File: src/verilog/tgm_pkg.sv
package tgm_pkg;

    localparam int ADDR_W = 24;

    // Register byte addresses.
    localparam logic [23:0] CONFIG_ADDR = 24'hffa000;
    localparam logic [23:0] PRESCALE_ADDR = 24'hffa004;
    localparam logic [23:0] RELOAD_ADDR = 24'hffa008;
    localparam logic [23:0] CTRL_ADDR = 24'hffa00c;
    localparam logic [23:0] WDCOUNT_ADDR = 24'hffa010;
    localparam logic [23:0] MATCH_ADDR = 24'hffa014;

    // Configuration register field positions.
    localparam int CFG_LOCK_CONFIG = 0;
    localparam int CFG_LOCK_PRESCALE = 1;
    localparam int CFG_LOCK_TIMER = 2;
    localparam int CFG_LOCK_WDCOUNT = 3;
    localparam int CFG_TICK_SEL = 4;
    localparam int CFG_MATCH_SEL = 5;

    // Timer control and status field positions.
    localparam int CSR_RESTART = 0;
    localparam int CSR_TC = 1;
    localparam int CSR_IRQ_EN = 2;

    // Values after reset.
    localparam logic [15:0] RELOAD_RST = 16'hffff;
    localparam logic [15:0] TIMER_RST = 16'hffff;
    localparam logic [2:0] PRESCALE_RST = 3'h0;
    localparam logic [7:0] WDCOUNT_RST = 8'h00;

    localparam logic [7:0] SERVICE_KEY = 8'h5c;

    typedef struct packed {
        logic match_sel;
        logic tick_sel;
        logic [3:0] lock;
    } tgm_cfg_s;

    typedef enum logic [1:0] {
        MODE_ACTIVE,
        MODE_POWER_SAVE,
        MODE_IDLE,
        MODE_HALT
    } tgm_mode_e;

endpackage

File: src/verilog/tgm_timer_watchdog.sv
// Decided for this implementation: the APB register port.
`timescale 1ns/1ps
module tgm_timer_watchdog
(
    // Clock and reset
    input wire logic pclk,
    input wire logic presetn,
    // APB slave
    input wire logic psel,
    input wire logic penable,
    input wire logic pwrite,
    input wire logic [23:0] paddr,
    input wire logic [31:0] pwdata,
    output logic [31:0] prdata,
    output logic pready,
    output logic pslverr,
    // System side
    input wire logic slow_clock,
    input wire tgm_pkg::tgm_mode_e power_mode,
    output logic periodic_pulse,
    output logic periodic_interrupt_line,
    output logic watchdog_reset_req
);

////////////////////////////////////////////////////////////////////////////

function automatic logic [4:0] last_count(input logic [2:0] code);
    logic [4:0] r;
    r = 5'h00;
    unique case (code)
        3'h0: r = 5'h00;
        3'h1: r = 5'h01;
        3'h2: r = 5'h03;
        3'h3: r = 5'h07;
        3'h4: r = 5'h0f;
        3'h5: r = 5'h1f;
        default: r = 5'h00;
    endcase
    return r;
endfunction

logic [2:0] slow_sync;
logic slow_level;
logic [4:0] pre_cnt;
logic [2:0] prescale;
tgm_pkg::tgm_cfg_s cfg;
logic [15:0] reload;
logic [15:0] tmr_cnt;
logic restart;
logic tc;
logic irq_en;
logic [7:0] wdcount;
logic wd_on;
logic [7:0] wd_cnt;
logic wd_clocked;

////////////////////////////////////////////////////////////////////////////
// Slow clock edge detection and prescaler.

// The slow clock is only sampled; its rising edges become one-cycle enables.
wire slow_stable = slow_sync[1] == slow_sync[2];
wire slow_rise = slow_stable && slow_sync[2] && !slow_level;
wire running = power_mode != tgm_pkg::MODE_HALT;
wire slow_edge = slow_rise && running;
// Using >= keeps the divider sane when the code shrinks mid-count.
wire tick = slow_edge && (pre_cnt >= last_count(prescale));
wire [4:0] next_pre_cnt = tick ? 5'h00 : pre_cnt + 5'h01;

always_ff @(posedge pclk or negedge presetn)
begin
    if (!presetn)
    begin
        slow_sync <= 3'h0;
        slow_level <= 1'b0;
        pre_cnt <= 5'h00;
    end
    else
    begin
        slow_sync <= {slow_sync[1:0], slow_clock};
        if (slow_stable)
            slow_level <= slow_sync[2];
        if (slow_edge)
            pre_cnt <= next_pre_cnt;
    end
end

////////////////////////////////////////////////////////////////////////////
// APB decode.

wire access = psel && penable && pready;
wire is_active = power_mode == tgm_pkg::MODE_ACTIVE;
wire at_cfg = paddr == tgm_pkg::CONFIG_ADDR;
wire at_pre = paddr == tgm_pkg::PRESCALE_ADDR;
wire at_rld = paddr == tgm_pkg::RELOAD_ADDR;
wire at_csr = paddr == tgm_pkg::CTRL_ADDR;
wire at_wdc = paddr == tgm_pkg::WDCOUNT_ADDR;
wire at_mat = paddr == tgm_pkg::MATCH_ADDR;
wire mapped = at_cfg || at_pre || at_rld || at_csr || at_wdc || at_mat;
wire wr = access && pwrite;
// Only the match register stays reachable outside active mode, and not in halt.
wire wr_reach = wr && is_active;
wire wr_cfg = wr_reach && at_cfg && !cfg.lock[tgm_pkg::CFG_LOCK_CONFIG];
wire wr_pre = wr_reach && at_pre
    && !cfg.lock[tgm_pkg::CFG_LOCK_PRESCALE];
wire timer_open = !cfg.lock[tgm_pkg::CFG_LOCK_TIMER];
wire wr_rld = wr_reach && at_rld && timer_open;
wire wr_csr = wr_reach && at_csr && timer_open;
wire wr_wdc = wr_reach && at_wdc
    && !cfg.lock[tgm_pkg::CFG_LOCK_WDCOUNT];
wire wr_mat = wr && at_mat && running;

// Locked or unreachable registers read as zero.
wire rd_ok = is_active;
wire [7:0] rd_cfg = cfg.lock[tgm_pkg::CFG_LOCK_CONFIG] ? 8'h00
    : {2'b00, cfg};
wire [7:0] rd_pre = cfg.lock[tgm_pkg::CFG_LOCK_PRESCALE] ? 8'h00
    : {5'h00, prescale};
wire [15:0] rd_rld = timer_open ? reload : 16'h0000;
wire [7:0] rd_csr = timer_open ? {5'h00, irq_en, tc, restart} : 8'h00;
wire [7:0] rd_wdc = cfg.lock[tgm_pkg::CFG_LOCK_WDCOUNT] ? 8'h00 : wdcount;
wire [31:0] rd_data = !rd_ok ? 32'h0000_0000
    : at_cfg ? {24'h00_0000, rd_cfg}
    : at_pre ? {24'h00_0000, rd_pre}
    : at_rld ? {16'h0000, rd_rld}
    : at_csr ? {24'h00_0000, rd_csr}
    : at_wdc ? {24'h00_0000, rd_wdc}
    : 32'h0000_0000;

// Every transfer gets one access cycle; answers are prepared in setup.
always_ff @(posedge pclk or negedge presetn)
begin
    if (!presetn)
    begin
        pready <= 1'b0;
        prdata <= 32'h0000_0000;
        pslverr <= 1'b0;
    end
    else
    begin
        pready <= psel && !penable && !pready;
        prdata <= rd_data;
        pslverr <= psel && !penable && !mapped;
    end
end

////////////////////////////////////////////////////////////////////////////
// Configuration, prescaler and reload registers.

always_ff @(posedge pclk or negedge presetn)
begin
    if (!presetn)
    begin
        cfg <= '0;
        prescale <= tgm_pkg::PRESCALE_RST;
        reload <= tgm_pkg::RELOAD_RST;
        wdcount <= tgm_pkg::WDCOUNT_RST;
    end
    else
    begin
        if (wr_cfg)
        begin
            // Lock bits only ever gain ones.
            cfg.lock <= cfg.lock | pwdata[3:0];
            cfg.tick_sel <= pwdata[tgm_pkg::CFG_TICK_SEL];
            cfg.match_sel <= pwdata[tgm_pkg::CFG_MATCH_SEL];
        end
        if (wr_pre)
            prescale <= pwdata[2:0];
        if (wr_rld)
            reload <= pwdata[15:0];
        if (wr_wdc)
            wdcount <= pwdata[7:0];
    end
end

////////////////////////////////////////////////////////////////////////////
// Periodic timer.

wire reload_now = restart || (tmr_cnt == 16'h0000);
wire [15:0] next_tmr = reload_now ? reload
    : tmr_cnt - 16'h0001;
wire hit = next_tmr == 16'h0000;
wire next_pulse = tick ? hit : periodic_pulse;

always_ff @(posedge pclk or negedge presetn)
begin
    if (!presetn)
    begin
        tmr_cnt <= tgm_pkg::TIMER_RST;
        periodic_pulse <= 1'b0;
        periodic_interrupt_line <= 1'b0;
        restart <= 1'b0;
        tc <= 1'b0;
        irq_en <= 1'b0;
    end
    else
    begin
        if (tick)
            tmr_cnt <= next_tmr;
        periodic_pulse <= next_pulse;
        periodic_interrupt_line <= next_pulse && irq_en;
        // A new request made on the tick itself survives to the next one.
        restart <= (wr_csr && pwdata[tgm_pkg::CSR_RESTART])
            || (restart && !tick);
        // The flag is cleared by writing one; a new hit wins.
        tc <= (tick && hit)
            || (tc && !(wr_csr && pwdata[tgm_pkg::CSR_TC]));
        if (wr_csr)
            irq_en <= pwdata[tgm_pkg::CSR_IRQ_EN];
    end
end

////////////////////////////////////////////////////////////////////////////
// Watchdog.

wire key_ok = pwdata[7:0] == tgm_pkg::SERVICE_KEY;
wire svc_count = wr_wdc && !cfg.match_sel;
wire svc_match = wr_mat && cfg.match_sel && key_ok;
wire bad_key = wr_mat && cfg.match_sel && !key_ok;
wire start = !wd_on && (wr_wdc || wr_mat);
wire service = wd_on && (svc_count || svc_match);
wire wd_ev = wd_on
    && (cfg.tick_sel ? tick : (tick && hit));
// Too often: a service with no watchdog clock since the start or the last service.
wire too_often = service && !wd_clocked;
wire too_late = wd_ev && !service && (wd_cnt <= 8'h01);
wire [7:0] start_val = wr_wdc ? pwdata[7:0] : wdcount;
wire [7:0] svc_val = svc_count ? pwdata[7:0] : wdcount;

always_ff @(posedge pclk or negedge presetn)
begin
    if (!presetn)
    begin
        wd_on <= 1'b0;
        wd_cnt <= tgm_pkg::WDCOUNT_RST;
        wd_clocked <= 1'b0;
        watchdog_reset_req <= 1'b0;
    end
    else
    begin
        // Nothing but presetn ever drops wd_on.
        if (start)
            wd_on <= 1'b1;
        if (start)
            wd_cnt <= start_val;
        else if (service)
            wd_cnt <= svc_val;
        else if (wd_ev && wd_cnt != 8'h00)
            wd_cnt <= wd_cnt - 8'h01;
        if (start || service)
            wd_clocked <= 1'b0;
        else if (wd_ev)
            wd_clocked <= 1'b1;
        // Held until the system reset it requests clears it.
        watchdog_reset_req <= watchdog_reset_req || too_often
            || too_late || bad_key;
    end
end

////////////////////////////////////////////////////////////////////////////
// Checks.

a_restart_done: assert property (
    @(posedge pclk) disable iff (!presetn)
    restart && tick |=> !restart || $past(wr_csr))
    else $error("restart bit not cleared at tick");

a_restart_loads: assert property (
    @(posedge pclk) disable iff (!presetn)
    restart && tick |=> tmr_cnt == $past(reload))
    else $error("restart did not reload timer");

a_count_down: assert property (
    @(posedge pclk) disable iff (!presetn)
    tick && !restart && tmr_cnt != 16'h0000
    |=> tmr_cnt == $past(tmr_cnt) - 16'h0001)
    else $error("timer did not decrement on tick");

a_zero_reloads: assert property (
    @(posedge pclk) disable iff (!presetn)
    tick && tmr_cnt == 16'h0000 |=> tmr_cnt == $past(reload))
    else $error("timer did not reload at zero");

a_pulse_sets_tc: assert property (
    @(posedge pclk) disable iff (!presetn)
    $rose(periodic_pulse) |-> tc)
    else $error("pulse without terminal count flag");

a_irq_gated: assert property (
    @(posedge pclk) disable iff (!presetn)
    periodic_interrupt_line |-> periodic_pulse && $past(irq_en))
    else $error("interrupt without pulse or enable");

a_lock_sticky: assert property (
    @(posedge pclk) disable iff (!presetn)
    ($past(cfg.lock) & ~cfg.lock) == 4'h0)
    else $error("lock bit cleared");

a_locked_reload: assert property (
    @(posedge pclk) disable iff (!presetn)
    !timer_open |=> $stable(reload))
    else $error("locked reload register changed");

a_wd_stays_on: assert property (
    @(posedge pclk) disable iff (!presetn)
    wd_on |=> wd_on)
    else $error("watchdog stopped without reset");

a_wd_idle_quiet: assert property (
    @(posedge pclk) disable iff (!presetn)
    !wd_on && !start |=> !watchdog_reset_req)
    else $error("watchdog error while disabled");

a_bad_key_err: assert property (
    @(posedge pclk) disable iff (!presetn)
    bad_key |=> watchdog_reset_req)
    else $error("wrong key did not raise error");

a_halt_freeze: assert property (
    @(posedge pclk) disable iff (!presetn)
    !running |=> $stable(tmr_cnt) && $stable(wd_cnt)
    && $stable(pre_cnt))
    else $error("counters moved during halt");

a_pulse_holds: assert property (
    @(posedge pclk) disable iff (!presetn)
    !tick |=> $stable(periodic_pulse))
    else $error("pulse changed between ticks");

a_late_error: assert property (
    @(posedge pclk) disable iff (!presetn)
    too_late |=> watchdog_reset_req)
    else $error("late service did not raise error");

a_error_sticky: assert property (
    @(posedge pclk) disable iff (!presetn)
    watchdog_reset_req |=> watchdog_reset_req)
    else $error("reset request dropped");

a_cfg_locked: assert property (
    @(posedge pclk) disable iff (!presetn)
    cfg.lock[tgm_pkg::CFG_LOCK_CONFIG] |=> $stable(cfg))
    else $error("locked configuration changed");

c_timer_wrap: cover property (@(posedge pclk) disable iff (!presetn)
    tick && tmr_cnt == 16'h0000);

c_match_service: cover property (@(posedge pclk) disable iff (!presetn)
    svc_match);

c_wd_late: cover property (@(posedge pclk) disable iff (!presetn)
    too_late);

c_too_often: cover property (@(posedge pclk) disable iff (!presetn)
    too_often);

c_wrong_key: cover property (@(posedge pclk) disable iff (!presetn)
    bad_key);

endmodule

File: config.mk
export PLATFORM = sky130hd
export DESIGN_NAME = tgm_timer_watchdog
export DESIGN_NICKNAME = d
export VERILOG_FILES = /design/src/verilog/tgm_pkg.sv /design/src/verilog/tgm_timer_watchdog.sv
export SDC_FILE = /design/constraint.sdc
export NUM_CORES = 1
export LEC_CHECK = 0
export CAP_MARGIN = 10
export CORE_ASPECT_RATIO = 2
export CORE_MARGIN = 2
export CORE_UTILIZATION = 66
export CTS_BUF_LIST = sky130_fd_sc_hd__clkbuf_4
export CTS_CLUSTER_DIAMETER = 120
export DETAILED_ROUTE_END_ITERATION = 10
export DONT_BUFFER_PORTS = 1
export PLACE_DENSITY = 0.82
export SETUP_SLACK_MARGIN = 0.05
export SLEW_MARGIN = 20
export SYNTH_ARGS = -nofsm -noshare
export SYNTH_HDL_FRONTEND = slang
export SYNTH_SLANG_ARGS = --single-unit
File: constraint.sdc
create_clock -name pclk -period 4.45 [get_ports pclk]
set_input_delay 1.335 -clock pclk [delete_from_list [all_inputs] [get_ports pclk]]
set_output_delay 1.335 -clock pclk [all_outputs]
set_load 0.01 [all_outputs]
==> summary.md, run 1 <==
| Metric | Value |
|---|---|
| Count of input and output buffers | `0` |
| Drt drc | `0` |
| Total Power | `1.92 mW` |
| Via count | `4044` |
| Post-synth ARST share | `1.00` |
| Die area | `0.00872 mm^2` |
| Vias per cell | `6.48` |
| Max VDD drop | `269 uV` |
| Worst path slowest cell | `or4b_4` |
| Post-CTS Resized | `0` |
| First-pass GRT wire length | `18800 um` |
| Initial antenna violation count | `1` |
| CTS H-tree lvls | `3` |
| Multi-input logic area | `0.00269 mm^2` |
| Total CTS buffers | `9` |
| Critical Path Most Common Cell | `a21oi_2` |
| Post-CTS Setup Bufs | `0` |
| Worst slew pin tran | `0.787 ns` |
| Core Rows | `46` |
| Number of synthesized flops with an enable pin | `0` |
| Critical-path maximum fanout | `20` |
| ANT nets after route | `0` |
| Total Wirelength | `11600 um` |
| Starting Density | `0.670` |
| Internal | `1.27 mW` |
| Worst setup SP type | `flip-flop` |
| Hold Path Class | `reg2reg` |
| Max cap viols | `0` |
| Crit end category | `flip-flop` |
| Reg power frac | `0.568` |
| FF+latch count, synth | `92` |
| CTS tree | `yes` |
| Final hold viol count | `0` |
| Area Overhead vs Synth | `3.08%` |
| Setup TNS | `0 ns` |
| GRT Total Usage | `0.286` |
| Num ports | `101` |
| Clock transition at the registers of the reported paths | `0.16 ns` |
| Finish-stage setup viols | `0` |
| Sequential cell area | `0.00234 mm^2` |
| Clk_skew | `0.0303 ns` |
| HPWL Detailed | `8380 um` |
| FILL cells | `649` |
| Core area | `0.00783 mm^2` |
| Synth Cell Area | `0.00524 mm^2` |
| Chip Height | `130 um` |
| Commonest non-fill, non-tap cells in the layout | `60 x dfrtp_1, 40 x nand2_1, 38 x nor2_1, 34 x mux2_2` |
| Slew Limit Fails | `0` |
| Most used DFF post-synth | `dfrtp_1` |
| Crit path cell chain | `inv_1 > ha_1 > or4b_4 > nor4_4 > a21oi_2 > or4_4 > a22oi_2 > a21oi_2 > nor3_2 > nand2b_1 > mux2_4` |
| Hold Slack | `0.376 ns` |
| Share of cells above drive strength 1 | `0.213` |
| Clock share of power | `0.220` |
| Pleak | `2.38 nW` |
| Part of the power in combinational logic | `0.213` |
| Synthesized netlist cell count | `524` |
| CTS Hold Bufs | `0` |
| Critical path class | `reg2reg` |
| Root Buffer | `clkbuf_4` |
| Drt first pass iters | `5` |
| Fmax | `0.252 GHz` |
| Chip Width | `67.0 um` |
| Status | `complete, no violations` |
| Clk_lat worst skew | `0.48 ns` |
| Distinct cells, synth | `66` |
| Maximum clock path buffer count | `2` |
| # nets final | `596` |
| Crit-path max cell delay | `0.56 ns` |
| TritonCTS Sinks | `92` |
| Fin crit period | `3.97 ns` |
| Crit share post-route | `0.891` |
| Pin count of the biggest net entering global routing | `93` |
| Syn_area_per_cell | `10.0 um^2` |
| Sequential area share after synthesis | `0.447` |
| Switching power | `0.646 mW` |
| WL per Instance | `18.5 um` |
| Vias in the first global route | `3982` |
| Warnings from Yosys | `0` |
| GRT overflow | `0` |
| Worst path required time | `4.84 ns` |
| Max-slew headroom | `0.475` |
| Unrepaired setup endpoints after global routing | `no` |
| Pwr Density | `355 mW/mm^2` |
| Critical Path AT | `4.35 ns` |
| Final RePlAce weighted congestion | `0.873` |
| Switching share of power | `0.336` |
| Leading cell type in the layout, fill and taps excluded | `dfrtp_1` |
| 1st-iter DRT viols | `295` |
## cells by family after synthesis
kind of cell / after synthesis / share of synthesized area
other: 1 / 0.000715
multiplexers: 54 / 0.118
AND/OR/NAND/NOR: 193 / 0.205
XOR/XNOR: 9 / 0.0150
adder cells (fa/ha/maj): 10 / 0.0239
AO/OA/AOI/OAI: 114 / 0.139
flip-flops: 92 / 0.447
buffers and inverters: 51 / 0.0518
## per-stage QoR
stage | instance area (um^2) | util | worst slack (ns) | instances
after floorplan | 5300 | - | 0.659 | 539
after global routing | 5410 | 0.691 | 0.330 | 624
after CTS | 5400 | 0.690 | 0.521 | 623
after global placement | 5280 | 0.675 | 0.517 | 607
final | 5410 | 0.691 | 0.485 | 624
after detailed placement | 5280 | 0.675 | 0.417 | 607
## layout make-up
cell class                      count  share of cell area
Multi-Input combinational cell    396               0.498
Clock buffer                       11              0.0153
Clock inverter                      5             0.00694
Inverter                           12             0.00833
Tap cell                           96              0.0222
Sequential cell                    92               0.433
Timing Repair Buffer               11              0.0153
Antenna cell                        1            0.000463
## final timing paths
kind / start / to / slack (ns) / depth (start not counted)
worst max-delay path: tmr_cnt[0] / wd_cnt[2] / 0.48 / 11
worst min-delay path: slow_sync[0] / slow_sync[1] / 0.38 / 0
worst max register to register: tmr_cnt[0] / wd_cnt[2] / 0.48 / 11
worst min register to register: slow_sync[0] / slow_sync[1] / 0.38 / 0
max in group asynchronous: presetn / tmr_cnt[9] / 3.67 / 0
min in group asynchronous: presetn / wdcount[6] / 0.54 / 0
## sequential cells by signal, summed over array words and instances, names as in the netlist
signal and count:
reload 16, slow_sync 3, tc 1, restart 1, slow_level 1, wd_cnt 8, watchdog_reset_req 1, irq_en 1
pslverr 1, wd_clocked 1, pre_cnt 5, pready 1, periodic_interrupt_line 1, tmr_cnt 16, prescale 3, wdcount 8
wd_on 1, cfg 6, prdata 16, periodic_pulse 1
## worst max-delay path: cells and delay by family, from the launching register on
family                   cells  cell delay (ns)
flip-flops                   1             0.43
multiplexers                 1             0.34
buffers and inverters        1             0.08
AND/OR/NAND/NOR              5             2.11
AO/OA/AOI/OAI                3             0.61
adder cells (fa/ha/maj)      1             0.31
## per-layer routing
metal	GRT usage	vias up	part of all wire
li1	-	1876	-
met1	0.364	2000	0.41
met2	0.456	140	0.50
met3	0.0767	28	0.059
met4	0.120	0	0.034
met5	0	-	0
## cells in the mapped netlist, drive strengths merged, types with 5 or more instances
cell type / number / area [um^2]
a21o: 9 / 67.6
a21oi: 34 / 178
a22oi: 6 / 50.1
and2: 9 / 56.3
buf: 24 / 170
clkbuf: 15 / 56.3
dfrtp: 60 / 1500
dfstp: 32 / 841
ha: 10 / 125
inv: 12 / 45.0
mux2: 43 / 507
mux2i: 11 / 110
nand2: 40 / 150
nand2b: 13 / 81.3
nand3: 15 / 75.1
nand4: 7 / 43.8
nor2: 38 / 143
nor2b: 7 / 43.8
nor3: 14 / 80.1
nor4: 14 / 118
o21ai: 30 / 150
o31ai: 7 / 52.6
or2: 5 / 31.3
or3: 5 / 31.3
or4: 8 / 63.8
xor2: 5 / 43.8
## power by group through the flow
stage | clock, mW | combinational, mW | sequential (mW)
after CTS | 0.426 | 0.404 | 1.08
after global routing | 0.463 | 0.459 | 1.11
after detailed placement | 0 | 0.402 | 1.10
final | 0.422 | 0.408 | 1.09
after global placement | 0 | 0.389 | 1.10
after floorplan | 0 | 0.387 | 1.04
No activity file was read; power rests on OpenSTA's default activity.
==> run 2, diff against run 1 <==
--- a/config.mk
+++ b/config.mk
@@ -6,14 +6,16 @@
 export NUM_CORES = 1
 export LEC_CHECK = 0
 export CAP_MARGIN = 10
+export CELL_PAD_IN_SITES_DETAIL_PLACEMENT = 1
+export CELL_PAD_IN_SITES_GLOBAL_PLACEMENT = 2
 export CORE_ASPECT_RATIO = 2
 export CORE_MARGIN = 2
-export CORE_UTILIZATION = 66
+export CORE_UTILIZATION = 41
 export CTS_BUF_LIST = sky130_fd_sc_hd__clkbuf_4
 export CTS_CLUSTER_DIAMETER = 120
 export DETAILED_ROUTE_END_ITERATION = 10
 export DONT_BUFFER_PORTS = 1
-export PLACE_DENSITY = 0.82
+export PLACE_DENSITY_LB_ADDON = 0.1
 export SETUP_SLACK_MARGIN = 0.05
 export SLEW_MARGIN = 20
 export SYNTH_ARGS = -nofsm -noshare
==> run 2 against run 1 <==
Sequential share of layout area is 0.92 points lower. Sequential cell count stayed put. Register-to-register slack better by 0.17 ns. Largest cell class unchanged.
==> summary.md, run 2 (synthesized netlist as in run 1, its figures left out) <==
| Metric | Value |
|---|---|
| Final RePlAce weighted congestion | `0.859 (-1.7%)` |
| TritonCTS Sinks | `92 (unchanged)` |
| Crit share post-route | `0.853 (-0.0378)` |
| ANT nets after route | `0 (unchanged)` |
| Drt first pass iters | `6 (+1)` |
| Buf/Inv on CP | `2 (+1)` |
| Leading cell type in the layout, fill and taps excluded | `dfrtp_1` |
| Fin crit period | `3.80 ns (-0.168 ns)` |
| Unrepaired setup endpoints after global routing | `no` |
| Chip Width | `84.0 um (+25%)` |
| Setup TNS | `0 ns (unchanged)` |
| Core Util, Final | `0.440 (-0.251)` |
| Area Overhead vs Synth | `5.32%` |
| Clock transition at the registers of the reported paths | `0.15 ns (about the same)` |
| Maximum clock path buffer count | `2 (unchanged)` |
| Drt drc | `0 (unchanged)` |
| Finish-stage setup viols | `0 (unchanged)` |
| Critical-path maximum fanout | `11 (-45%)` |
| Total Power | `2.01 mW (+4.4%)` |
| Critical Path AT | `4.14 ns (-0.21 ns)` |
| WL per Instance | `21.8 um (+18%)` |
| Max VDD drop | `247 uV (-8.1%)` |
| Worst hold start | `slow_sync[0]` |
| HPWL Detailed | `11500 um (+37%)` |
| FILL cells | `1438 (+120%)` |
| Final std cells w/o fill | `683 (+9.5%)` |
| Total Wirelength | `14900 um (+29%)` |
| Worst setup margin | `0.653 ns (+0.168 ns)` |
| Pwr Density | `363 mW/mm^2 (+2.2%)` |
| Commonest non-fill, non-tap cells in the layout | `60 x dfrtp_1, 40 x nand2_1, 38 x nor2_1, 34 x mux2_2` |
| Worst setup SP type | `flip-flop` |
| GRT Total Usage | `0.227 (-0.0587)` |
| Pleak | `2.41 nW (+1.5%)` |
| Share of cells above drive strength 1 | `0.218 (+0.00552)` |
| Fmax | `0.263 GHz (+4.4%)` |
| Largest regs | `prdata x16, reload x16, tmr_cnt x16` |
| Crit path max-delay family | `simple AND/OR/NAND/NOR gates` |
| FF-to-FF Start | `tmr_cnt[0]` |
| Via count | `3974 (-1.7%)` |
| Clk_lat worst skew | `0.47 ns (about the same)` |
| Starting Density | `0.418 (-0.252)` |
| Max cap viols | `0 (unchanged)` |
| GRT overflow | `0 (unchanged)` |
| Chip Height | `164 um (+26%)` |
| Worst path required time | `4.79 ns (-0.05 ns)` |
| DP Worst Slack | `0.376 ns (-0.0403 ns)` |
| Crit-path max cell delay | `0.52 ns (-0.04 ns)` |
| Critical Path Most Common Cell | `a21oi_2` |
| Critical path class | `reg2reg` |
| Total CTS buffers | `9 (unchanged)` |
| Die area | `0.0138 mm^2 (+58%)` |
| Post-CTS Resized | `0 (unchanged)` |
| Design area | `0.00552 mm^2 (+2.2%)` |
| WHS Path Cells | `0 (unchanged)` |
| # nets final | `601 (+0.84%)` |
| Hold Slack | `0.355 ns (-0.0206 ns)` |
| Worst Reg-to-Reg Cells | `12 (+1)` |
| Max-slew headroom | `0.443 (-0.0316)` |
| Worst path slowest cell | `or4b_4` |
| CTS H-tree lvls | `3 (unchanged)` |
| RR Endpoint | `wd_cnt[2]` |
| Root Buffer | `clkbuf_4` |
| First-pass GRT wire length | `24100 um (+28%)` |
| Crit end category | `flip-flop` |
| Vias in the first global route | `4368 (+9.7%)` |
| Pin count of the biggest net entering global routing | `93 (unchanged)` |
| Initial antenna violation count | `1 (unchanged)` |
| Reg-to-reg slack, setup | `0.65 ns (+0.17 ns)` |
| Status | `complete, no violations` |
| Crit path cell chain | `inv_1 > ha_1 > or4b_4 > nor4_4 > a21oi_2 > buf_4 > nor3_1 > o2111a_1 > a21oi_2 > nor3_2 > nand2b_1 > mux2_4` |
| Clk_skew | `0.0323 ns (+0.00198 ns)` |
| CTS tree | `yes` |
| Post-CTS Setup Bufs | `0 (unchanged)` |
| Vias per cell | `5.82 (-10%)` |
| Hold Path Class | `reg2reg` |
| Hold EP | `slow_sync[1]` |
| Count of input and output buffers | `0 (unchanged)` |
| Slew Limit Fails | `0 (unchanged)` |
| Placed cells | `666 (+9.7%)` |
| Core Rows | `58 (+26%)` |
| Worst slew pin tran | `0.835 ns (+0.0474 ns)` |
| Final hold viol count | `0 (unchanged)` |
| Num ports | `101 (unchanged)` |
| 1st-iter DRT viols | `158 (-46%)` |
| CTS Hold Bufs | `0 (unchanged)` |
| Placed cell areas | `0.00539 mm^2 (+2.0%)` |
| Core area | `0.0126 mm^2 (+60%)` |
-- run 2: cell count changes in the layout (fill, tap and decap cells not counted), sizes merged --
cell and delta:
bufinv +1, buf +5, clkinv +2, clkbuf -2, clkinvlp -1
-- run 2: area by class of cell --
cell class              instances  area, um^2  area share
multi-input cells             396        2690       0.488
flip-flops and latches         92        2340       0.424
clock buffers                   9        67.6      0.0122
diodes                          1        2.50    0.000453
well taps                     150         188      0.0340
repair buffers                 16         120      0.0217
inverters                      12        45.0     0.00816
clock inverters                 7        65.1      0.0118
-- run 2: power by group --
| part | internal (mW) | switching, mW | leakage, nW |
|---|---|---|---|
| Sequential | 0.963 | 0.136 | 1.15 |
| Combinational | 0.192 | 0.243 | 1.19 |
| Clock | 0.169 | 0.304 | 0.0735 |
| Total | 1.32 | 0.682 | 2.41 |
-- run 2: how the worst max path moves through the flow --
| stage | start | to | slack [ns] | depth (start not counted) |
|---|---|---|---|---|
| 2_1_floorplan | paddr[7] | wd_cnt[2] | 0.66 | 8 |
| 3_3_place_gp | paddr[7] | wd_cnt[7] | 0.49 | 9 |
| 3_5_place_dp | paddr[7] | wd_cnt[7] | 0.38 | 9 |
| 4_1_cts | tmr_cnt[0] | wd_cnt[2] | 0.60 | 12 |
| 5_1_grt | tmr_cnt[0] | wd_cnt[2] | 0.35 | 12 |
| 6_report | tmr_cnt[0] | wd_cnt[2] | 0.65 | 12 |
-- run 2: worst register-to-register path: stages, from the launching register on --
cell,delay [ns]
dfstp_2,0.43
inv_1,0.08
ha_1,0.16
or4b_4,0.52
nor4_4,0.30
a21oi_2,0.22
buf_4,0.23
nor3_1,0.25
o2111a_1,0.30
a21oi_2,0.12
nor3_2,0.25
nand2b_1,0.48
mux2_4,0.34
-- run 2: per-layer routing --
metal / vias up / share of wire / track usage
met3: 26 / 0.029 / 0.0402
met2: 63 / 0.58 / 0.434
met1: 2004 / 0.36 / 0.240
met4: 0 / 0.032 / 0.0997
li1: 1881 / - / -
met5: - / 0 / 0
